--- src/rtl/boot_pin_cfg.svh ---
// Purpose: Constants for the boot pin drive sequencer.
// Assumes: Durations are counted in sleep-clock cycles, seen as a synchronous strobe.
// Notes: Drive modes are encoded in boot_pin_pkg.
// Contract
// - At power-up drive the data pin strong high for 256 sleep cycles first.
// - Then drive the data pin resistive low for another 256 sleep cycles.
// - At power-up drive the clock pin resistive low for 512 sleep cycles, concurrently.
// - After the power-up intervals both pins go to high impedance.
// - After external reset falls, drive both pins resistive low 8 cycles, then release.
// - External reset is active high, pulled low inside; high holds the device in reset.
`ifndef BOOT_PIN_CFG_SVH
`define BOOT_PIN_CFG_SVH

`define PWR_HIGH_CYCLES 10'h100
`define PWR_TOTAL_CYCLES 10'h200
`define RST_LOW_CYCLES 10'h008
`define COUNT_WIDTH 10

`endif

--- src/rtl/boot_pin_pkg.sv ---
// Purpose: Types for the boot pin drive sequencer.
// Assumes: Nothing beyond the constants header.
// Notes: One pin drive record holds a drive mode for each shared pin.
package boot_pin_pkg;

   typedef enum logic [1:0]
   {
      DRIVE_RELEASE = 2'h0,
      DRIVE_STRONG_HIGH = 2'h1,
      DRIVE_RESISTIVE_LOW = 2'h2
   } drive_mode_t;

   typedef struct packed
   {
      drive_mode_t data_pin;
      drive_mode_t clock_pin;
   } pin_drive_t;

   typedef enum logic [3:0]
   {
      ST_POWER_UP = 4'h1,
      ST_RESET_HOLD = 4'h2,
      ST_RESET_LOW = 4'h4,
      ST_IDLE = 4'h8
   } seq_state_t;

endpackage

--- src/rtl/boot_pin_drive_sequencer.sv ---
// Purpose: Drives the shared boot data and boot clock pins through their start-up states.
// Assumes: i_arst_n is power-on reset; i_sleep_tick pulses once per sleep-clock cycle.
// Assumes: i_external_reset_input is already a clean level, low when nothing drives it.
// Notes: o_*_oe high means the sequencer drives the pin; low hands it to the normal function.
// Notes: Both pins may disturb a shared serial bus while a drive interval runs.
// Notes: Interval lengths live in the constants header, drive codes in the package.
`timescale 1ns/10ps
`include "boot_pin_cfg.svh"

module boot_pin_drive_sequencer
(
   input wire logic i_clock,
   input wire logic i_arst_n,
   input wire logic i_sleep_tick,
   input wire logic i_external_reset_input,
   output boot_pin_pkg::pin_drive_t o_drive,
   output logic o_boot_data_pin_out,
   output logic o_boot_data_pin_oe,
   output logic o_boot_clock_pin_out,
   output logic o_boot_clock_pin_oe,
   output logic o_sequencer_active,
   output logic o_device_reset
);

   // ==========================================================
   // Reset release
   // Two flops keep the sequencer from leaving reset on a metastable edge
   logic rst_meta;
   logic rst_sync;
   logic next_rst_meta;
   logic next_rst_sync;

   always_comb
   begin
      next_rst_meta = 1'b1;
      next_rst_sync = rst_meta;
   end

   always_ff @(posedge i_clock or negedge i_arst_n)
   begin
      if (!i_arst_n)
      begin
         rst_meta <= 1'b0;
         rst_sync <= 1'b0;
      end
      else
      begin
         rst_meta <= next_rst_meta;
         rst_sync <= next_rst_sync;
      end
   end

   // ==========================================================
   // Sequence state
   boot_pin_pkg::seq_state_t state;
   boot_pin_pkg::seq_state_t next_state;
   logic [`COUNT_WIDTH-1:0] count;
   logic [`COUNT_WIDTH-1:0] next_count;
   boot_pin_pkg::pin_drive_t drive;
   boot_pin_pkg::pin_drive_t next_drive;

   // ==========================================================
   // Interval end points
   logic [`COUNT_WIDTH-1:0] count_inc;
   logic power_up_done;
   logic reset_low_done;

   assign count_inc = count + `COUNT_WIDTH'(1);
   // Compared on the incremented value so release lands on the edge taking the last tick
   assign power_up_done = (count_inc == `PWR_TOTAL_CYCLES);
   assign reset_low_done = (count_inc == `RST_LOW_CYCLES);

   // A rising external reset aborts any interval from any state; the pins are
   // released while it is held so the device sits quietly in reset.
   // Ticks are counted only in the two drive states and ignored elsewhere.
   always_comb
   begin
      next_state = state;
      next_count = count;
      next_drive = drive;
      unique case (state)
         boot_pin_pkg::ST_POWER_UP:
         begin
            if (i_external_reset_input)
            begin
               next_state = boot_pin_pkg::ST_RESET_HOLD;
               next_count = '0;
            end
            else if (i_sleep_tick)
            begin
               next_count = count_inc;
               if (power_up_done)
               begin
                  next_state = boot_pin_pkg::ST_IDLE;
               end
            end
            // The drive follows the count about to be held, so it changes with the tick
            if (next_state == boot_pin_pkg::ST_POWER_UP)
            begin
               next_drive.data_pin = (next_count < `PWR_HIGH_CYCLES) ?
                  boot_pin_pkg::DRIVE_STRONG_HIGH : boot_pin_pkg::DRIVE_RESISTIVE_LOW;
               next_drive.clock_pin = boot_pin_pkg::DRIVE_RESISTIVE_LOW;
            end
            else
            begin
               next_drive.data_pin = boot_pin_pkg::DRIVE_RELEASE;
               next_drive.clock_pin = boot_pin_pkg::DRIVE_RELEASE;
            end
         end

         boot_pin_pkg::ST_RESET_HOLD:
         begin
            next_drive.data_pin = boot_pin_pkg::DRIVE_RELEASE;
            next_drive.clock_pin = boot_pin_pkg::DRIVE_RELEASE;
            if (!i_external_reset_input)
            begin
               // Counting restarts from zero on the falling reset
               next_state = boot_pin_pkg::ST_RESET_LOW;
               next_count = '0;
               next_drive.data_pin = boot_pin_pkg::DRIVE_RESISTIVE_LOW;
               next_drive.clock_pin = boot_pin_pkg::DRIVE_RESISTIVE_LOW;
            end
         end

         boot_pin_pkg::ST_RESET_LOW:
         begin
            if (i_external_reset_input)
            begin
               // A reset rising again mid-interval returns to the hold
               next_state = boot_pin_pkg::ST_RESET_HOLD;
               next_drive.data_pin = boot_pin_pkg::DRIVE_RELEASE;
               next_drive.clock_pin = boot_pin_pkg::DRIVE_RELEASE;
            end
            else if (i_sleep_tick)
            begin
               next_count = count_inc;
               if (reset_low_done)
               begin
                  next_state = boot_pin_pkg::ST_IDLE;
                  next_drive.data_pin = boot_pin_pkg::DRIVE_RELEASE;
                  next_drive.clock_pin = boot_pin_pkg::DRIVE_RELEASE;
               end
            end
         end

         boot_pin_pkg::ST_IDLE:
         begin
            // Idle ignores ticks; only a new reset restarts the drive intervals
            next_drive.data_pin = boot_pin_pkg::DRIVE_RELEASE;
            next_drive.clock_pin = boot_pin_pkg::DRIVE_RELEASE;
            if (i_external_reset_input)
            begin
               next_state = boot_pin_pkg::ST_RESET_HOLD;
               next_count = '0;
            end
         end

         default:
         begin
            next_state = boot_pin_pkg::ST_IDLE;
            next_count = '0;
            next_drive.data_pin = boot_pin_pkg::DRIVE_RELEASE;
            next_drive.clock_pin = boot_pin_pkg::DRIVE_RELEASE;
         end
      endcase
   end

   always_ff @(posedge i_clock or negedge rst_sync)
   begin
      if (!rst_sync)
      begin
         state <= boot_pin_pkg::ST_POWER_UP;
         count <= '0;
         // Data strong high and clock low start together at power-up
         drive <= '{boot_pin_pkg::DRIVE_STRONG_HIGH, boot_pin_pkg::DRIVE_RESISTIVE_LOW};
      end
      else
      begin
         state <= next_state;
         count <= next_count;
         drive <= next_drive;
      end
   end

   // ==========================================================
   // Pin drive outputs
   // Entry 0 is the boot data pin, entry 1 the boot clock pin
   boot_pin_pkg::drive_mode_t pin_mode [2];
   logic [1:0] pin_out;
   logic [1:0] pin_oe;

   assign pin_mode[0] = drive.data_pin;
   assign pin_mode[1] = drive.clock_pin;

   generate
      for (genvar pin = 0; pin < 2; pin++)
      begin : g_pin
         boot_pin_pkg::drive_mode_t mode;

         assign mode = pin_mode[pin];
         // Only strong high drives a one; resistive low is a weak zero whose strength o_drive carries
         assign pin_out[pin] = (mode == boot_pin_pkg::DRIVE_STRONG_HIGH);
         // Release hands the pin back to its normal function
         assign pin_oe[pin] = (mode != boot_pin_pkg::DRIVE_RELEASE);
      end
   endgenerate

   assign o_drive = drive;
   assign o_boot_data_pin_out = pin_out[0];
   assign o_boot_data_pin_oe = pin_oe[0];
   assign o_boot_clock_pin_out = pin_out[1];
   assign o_boot_clock_pin_oe = pin_oe[1];

   // ==========================================================
   // Status outputs
   // Active stays high through every drive interval and the reset hold
   assign o_sequencer_active = (state != boot_pin_pkg::ST_IDLE);
   assign o_device_reset = (state == boot_pin_pkg::ST_RESET_HOLD);

endmodule

--- config.mk ---
export PLATFORM = sky130hd
export DESIGN_NAME = boot_pin_drive_sequencer
export DESIGN_NICKNAME = d
export VERILOG_FILES = /design/src/rtl/boot_pin_pkg.sv /design/src/rtl/boot_pin_drive_sequencer.sv
export VERILOG_INCLUDE_DIRS = /design/src /design/src/rtl
export SDC_FILE = /design/constraint.sdc
export NUM_CORES = 1
export LEC_CHECK = 0
export ABC_CLOCK_PERIOD_IN_PS = 1900
export BUFFER_PORTS_ARGS = -buffer_cell sky130_fd_sc_hd__buf_4
export CORE_MARGIN = 4
export CORE_UTILIZATION = 50
export DETAILED_ROUTE_END_ITERATION = 12
export PLACE_DENSITY_LB_ADDON = 0.25
export SLEW_MARGIN = 10
export SYNTH_ARGS = -nofsm -noshare
export SYNTH_HDL_FRONTEND = slang
export SYNTH_SLANG_ARGS = --single-unit
--- constraint.sdc ---
create_clock -name i_clock -period 1.9 [get_ports i_clock]
set_input_delay 0.38 -clock i_clock [delete_from_list [all_inputs] [get_ports i_clock]]
set_output_delay 0.38 -clock i_clock [all_outputs]
set_load 0.05 [all_outputs]
==> key figures, run 1 <==
Outcome
  • Status: finished, violations left
  • Failing checks: setup timing

Run
  • Max Cap Viol: 0

Critical path
  • CP Class: register to register
  • CP required: 2100 ps
  • Worst EP arrival: 2460 ps
  • RR Startpoint: count[1]
  • CP Launch Point: count[1]
  • Max FO, Critical Path: 3
  • Startpoint types: register
  • Element type at the critical path end: register

Logic synthesis
  • Sequential share of the synthesized area: 0.390
  • Post-synth EDFFs: 0
  • Async SR Flop Fraction: 1.00
  • Dominant synthesized flop cell: dfrtp_1
  • Seq cells post-synth: 19
  • Synth Area per Inst: 9.03 um2
  • Yosys cell types: 47
  • Cells after Synth: 136
  • Post-Syn Area: 1230 um2
  • Ys Warns: 0

Timing
  • Worst rel slew slack: 0.526
  • Final hold slack: 303 ps
  • RSZ-0062 raised after global routing: yes
  • Fin worst setup slack: -353 ps
  • Tcrit/Tclk final: 1.19
  • Final setup vio count: 6
  • Tmin final: 2250 ps
  • Hold Vio Cnt, Final: 0
  • Worst Tran Pin Value: 711 ps
  • Clock Skews: 7.56 ps
  • Fmax: 444 MHz
  • Slew Viols, Final: 0

Clock network
  • Clock Sinks: 19
  • CTS Buf Count: 3
  • Clock buffer depth: 2
  • CTS tree: done
  • Worst skew pair latency: 320 ps
  • Clock root buffer: clkbuf_4
  • H-tree levels: 1
  • Worst-path clk slew: 130 ps

Finish
  • Final nets: 185
  • FF/Latch Area: 480 um2
  • Layout area overhead: 40.1%
  • Fillers: 153
  • Area taken by multi-input logic gates: 766 um2
  • Layout cell share with drive strength beyond 1: 0.408
  • Antenna diode count: 0

Die
  • Ports: 14
  • Die Y: 57.5 um
  • Core area: 2280 um2
  • Cell Rows: 17
  • Die Wd: 57.5 um
  • Die area: 3310 um2
  • Initial Util: 0.539

Detailed routing
  • Detailed Route WL: 3380 um
  • DRC: 0
  • Routed Antenna Nets: 0
  • Vias: 1204
  • Initial drt markers: 39
  • First-pass detailed-route iteration total: 4
  • Wirelength per Cell: 16.3 um
  • DR vias/cell: 5.82

Power
  • Maximum VDD drop: 0.726 mV
  • Power per cell area: 843 nW/um2
  • PnR Total Power: 1.45 mW
  • Leak Pwr: 0.774 nW

Worst hold path
  • HP Class: register to async pin

Global routing
  • Largest net degree at the start of global routing: 18
  • First-pass GRT wire length: 5510 um
  • Number of global-route vias before repair: 1197
  • GRT Util Overall: 0.213
  • Initial antenna violation count: 0
  • GR Overflow Total: 0

Placed design
  • IO buf count: 11
  • HPWL after detailed placement: 2180 um
  • Gp weighted congestion: 0.893
[final timing paths]
kind                       cells after the start  slack [ps]               end
setup / recovery                               8        -350  g_pin[0].mode[1]
hold / removal                                 0         300          count[5]
setup reg to reg                               8        -350  g_pin[0].mode[1]
hold reg to reg                                0         300          count[5]
max in group asynchronous                      0        1110          state[1]
min in group i_clock                           0         380          rst_sync
[area by class of cell]
type                    instances  area share
inverters                       2     0.00437
well taps                      28      0.0204
clock inverters                 1     0.00437
flip-flops and latches         19       0.279
clock buffers                   3      0.0131
repair buffers                 51       0.233
multi-input cells             103       0.445
[metrics by stage]
step	TNS, ps	util	area (um2)	worst slack [ps]	std cells
4_1_cts	-1150	0.714	1630	-332	198
3_3_place_gp	-1250	0.665	1510	-311	190
6_report	-1460	0.755	1720	-353	207
2_1_floorplan	-389	-	1260	-207	137
3_5_place_dp	-1320	0.665	1510	-356	190
5_1_grt	-1910	0.755	1720	-441	207
[metal layers]
layer | vias to the layer above | GRT usage | part of all wire
met2 | 39 | 0.363 | 0.51
met4 | 0 | 0.0695 | 0.016
met1 | 589 | 0.257 | 0.43
li1 | 570 | - | -
met3 | 6 | 0.0611 | 0.047
met5 | - | 0 | 0
[power breakdown]
| group | internal (mW) | switching [mW] | total, mW |
|---|---|---|---|
| combinational | 0.322 | 0.397 | 0.719 |
| clock | 0.0806 | 0.148 | 0.228 |
| sequential | 0.449 | 0.0532 | 0.502 |
| total | 0.851 | 0.598 | 1.45 |
[cells by family (layout without fill, tap and decap cells)]
kind of cell,count (synthesis),after routing,synth area share
compound gates,31,31,0.193
xor+xnor,10,10,0.0714
mux,2,2,0.0163
buf+inv,15,57,0.0591
flops,19,19,0.390
other cells,2,3,0.00612
fa+ha+maj,1,1,0.0102
simple gates,56,56,0.254
[layout by cell type, fill, tap and decap left out, types with 2 or more instances in the layout]
master,count
a21oi_1,4
a31oi_1,3
a41oi_1,2
and4_4,2
buf_4,46
buf_6,4
clkbuf_4,3
conb_1,3
dfrtp_1,15
dfstp_2,3
inv_1,2
mux2i_1,2
nand2_1,9
nand3_1,4
nand4_1,3
nor2_1,14
nor2b_1,6
nor3_1,2
o21ai_0,4
o21ai_1,2
o31ai_1,3
or2_1,2
xnor2_1,4
xor2_1,6
[synth_stat cells (all sizes together) (3+ instances only)]
master | instances | share of area
dfrtp | 16 | 0.33
nand3 | 5 | 0.024
or2 | 3 | 0.015
dfstp | 3 | 0.064
nand4 | 3 | 0.015
nand2 | 9 | 0.028
a21oi | 4 | 0.016
xor2 | 6 | 0.043
buf | 5 | 0.029
nor2b | 6 | 0.031
o21ai | 6 | 0.024
clkbuf | 8 | 0.024
xnor2 | 4 | 0.029
nor3 | 3 | 0.012
a31oi | 3 | 0.015
nor2 | 16 | 0.049
o31ai | 3 | 0.018
[timing repair]
action	in CTS	in global routing
setup buffers	4	9
endpoints found under the setup margin	6	8
pin swaps	1	5
endpoints found under the hold margin	2	0
resized for setup	9	7
hold buffers	1	0
[state kept, by name, summed over array words and instances, names as in the netlist]
| name | cells |
|---|---|
| rst_sync | 1 |
| g_pin.mode | 3 |
| state | 4 |
| count | 10 |
| next_rst_sync | 1 |
[critical path, cell delays in order, from the launching register on]
cell      delay (ps)
dfrtp_1          440
ha_4             180
a31oi_1          120
a41oi_1           60
or4_4            460
buf_6            140
a221oi_4         310
nor2_2            80
a221o_1          340
No activity file was read; power rests on OpenSTA's default activity.
==> run 2, diff against run 1 <==
--- a/config.mk
+++ b/config.mk
@@ -6,9 +6,8 @@
 export SDC_FILE = /design/constraint.sdc
 export NUM_CORES = 1
 export LEC_CHECK = 0
-export ABC_CLOCK_PERIOD_IN_PS = 1900
 export BUFFER_PORTS_ARGS = -buffer_cell sky130_fd_sc_hd__buf_4
-export CORE_MARGIN = 4
+export CORE_MARGIN = 2
 export CORE_UTILIZATION = 50
 export DETAILED_ROUTE_END_ITERATION = 12
 export PLACE_DENSITY_LB_ADDON = 0.25
==> run 2 against run 1 <==
  * The run still ends with setup timing left
  * Flip-flop and latch count stayed put
  * Die area shrank 13%
  * Cell count fell by 0.48%
  * Combinational power fell by 3.3%
  * Non-clock buffer count fell by 1
  * Clock power about the same
  * Cell area rose by 1.2%
  * Setup slack got worse by 3.9 ps
  * Critical path depth down 2
  * Fmax shrank 0.17%
  * Wire length increased by 8.5%
  * Global-route usage rose by 4.2 points
==> key figures, run 2 (synthesized netlist as in run 1, its figures left out) <==
Outcome
  • Status: finished, violations left
  • Failing checks: setup timing

Finish
  • Commonest non-fill, non-tap cell in the layout: buf_4
  • Largest Register: count
  • Fillers: 133 (-13%)
  • Most frequent cells in the layout: buf_4 (47), nor2_1 (15), dfrtp_1 (13), nand2_1 (9)
  • Layout cell share with drive strength beyond 1: 0.427 (+0.0191)
  • Finished Cell Area: 1740 um2 (+1.2%)
  • Antenna diode count: 0 (unchanged)
  • Final nets: 184 (-0.54%)
  • Layout area overhead: 41.8%
  • Post-layout util: 0.765 (+0.00935)
  • Largest register FFs: 10 (unchanged)

Critical path
  • Worst EP arrival: 2470 ps (about the same)
  • RR Startpoint: count[0]
  • CP required: 2120 ps (+20 ps)
  • CP Class: register to register
  • Reg-to-reg endpoint: g_pin[0].mode[1]
  • Element type at the critical path end: register
  • R2r setup slk: -360 ps (about the same)
  • Max FO, Critical Path: 5 (+2)
  • CP Launch Point: count[0]
  • Critical Path Max Stage Delay: 470 ps (about the same)
  • CP cell instances: a21boi_1, a41oi_2, or4_4, a2111oi_4, nor4bb_4, a221o_1
  • Setup crit end: g_pin[0].mode[1]
  • R2R depth: 6 (-2)
  • Top Family by Delay on Critical Path: compound AO/OA/AOI/OAI gates
  • CP Depth: 6 (-2)
  • Startpoint types: register
  • Slowest cell on crit path: or4_4
  • WP buf/inv: 0 (-1)

Global routing
  • Number of global-route vias before repair: 1136 (-5.1%)
  • GR Overflow Total: 0 (unchanged)
  • Initial antenna violation count: 0 (unchanged)
  • Largest net degree at the start of global routing: 18 (unchanged)
  • GRT Util Overall: 0.255 (+0.0420)
  • First-pass GRT wire length: 5200 um (-5.6%)

Clock network
  • Worst-path clk slew: 130 ps (about the same)
  • CTS tree: done
  • CTS Buf Count: 3 (unchanged)
  • Worst skew pair latency: 310 ps (about the same)
  • H-tree levels: 1 (unchanged)
  • Clock buffer depth: 2 (unchanged)
  • Clock Sinks: 19 (unchanged)
  • Clock root buffer: clkbuf_4

Die
  • Cell Rows: 17 (unchanged)
  • Die Wd: 53.5 um (-7.0%)
  • Die area: 2870 um2 (-13%)
  • Ports: 14 (unchanged)
  • Initial Util: 0.539 (unchanged)
  • Die Y: 53.5 um (-7.0%)
  • Core area: 2280 um2 (unchanged)

Timing
  • Worst rel slew slack: 0.536 (+0.0102)
  • Clock Skews: 5.96 ps (-1.60 ps)
  • Final hold slack: 290 ps (-13.3 ps)
  • Slew Viols, Final: 0 (unchanged)
  • Tcrit/Tclk final: 1.19 (+0.00206)
  • Fmax: 443 MHz (-0.17%)
  • Hold Vio Cnt, Final: 0 (unchanged)
  • RSZ-0062 raised after global routing: yes
  • Final setup vio count: 6 (unchanged)
  • Tmin final: 2260 ps (+3.91 ps)
  • Worst Tran Pin Value: 696 ps (-15.3 ps)
  • Fin worst setup slack: -357 ps (-3.91 ps)

Detailed routing
  • Vias: 1239 (+2.9%)
  • First-pass detailed-route iteration total: 4 (unchanged)
  • Detailed Route WL: 3670 um (+8.5%)
  • Wirelength per Cell: 17.8 um (+9.1%)
  • DR vias/cell: 6.01 (+3.4%)
  • DRC: 0 (unchanged)
  • Routed Antenna Nets: 0 (unchanged)
  • Initial drt markers: 32 (-18%)

Placed design
  • Placed inst area: 1510 um2 (-0.50%)
  • HPWL after detailed placement: 2180 um (+0.13%)
  • IO buf count: 11 (unchanged)
  • Gp weighted congestion: 0.927 (+3.9%)

Power
  • Power per cell area: 816 nW/um2 (-3.2%)
  • Leak Pwr: 0.778 nW (+0.55%)
  • PnR Total Power: 1.42 mW (-2.0%)
  • Maximum VDD drop: 0.719 mV (-0.99%)

Run
  • Max Cap Viol: 0 (unchanged)

Worst hold path
  • HP Class: register to async pin
run 2: cell count changes in the layout (fill, tap and decap cells not counted), sizes merged:
cell and delta:
buf -2, dlymetal6s2s +1
run 2: layer usage:
layer	global-route usage	part of all wire	vias up
met5	0	0	-
met4	0.0812	0.028	0
met3	0.0556	0.056	14
met2	0.442	0.52	55
met1	0.315	0.40	607
li1	-	-	563
run 2: layout make-up:
type                    instances  area, um2  area share
flip-flops and latches         19        483       0.277
inverters                       2       7.51     0.00431
well taps                      28       35.0      0.0201
repair buffers                 50        387       0.222
multi-input cells             103        798       0.459
clock buffers                   3       22.5      0.0129
clock inverters                 1       7.51     0.00431
run 2: metrics by stage:
step	setup slack (ps)	instances	setup TNS, ps
after floorplan	-207	137	-389
after global placement	-311	189	-1220
after detailed placement	-380	189	-1400
after CTS	-339	196	-1130
after global routing	-460	206	-1990
final	-357	206	-1410
run 2: worst min-delay path by stage:
stage	start	endpoint	slack (ps)	cells after the start
finish	rst_sync	count[2]	290	0
global route	rst_sync	count[2]	350	0
CTS	rst_sync	count[5]	310	0
detailed placement	i_arst_n	rst_sync	160	1
global placement	i_arst_n	next_rst_sync	160	1
floorplan	i_arst_n	next_rst_sync	80	0
run 2: timing repair:
action                     in CTS  in global routing
setup buffers                   3                 10
setup endpoints to repair       8                  8
hold buffers                    1                  0
hold endpoints to repair        2                  0
pin swaps                       0                  7
resized for setup               6                 14
run 2: report_power, final:
part	leakage, nW	total [mW]	internal (mW)	switching (mW)
logic	0.524	0.695	0.296	0.399
clock network	0.0139	0.229	0.0803	0.149
registers	0.240	0.496	0.449	0.0467
total	0.778	1.42	0.825	0.595
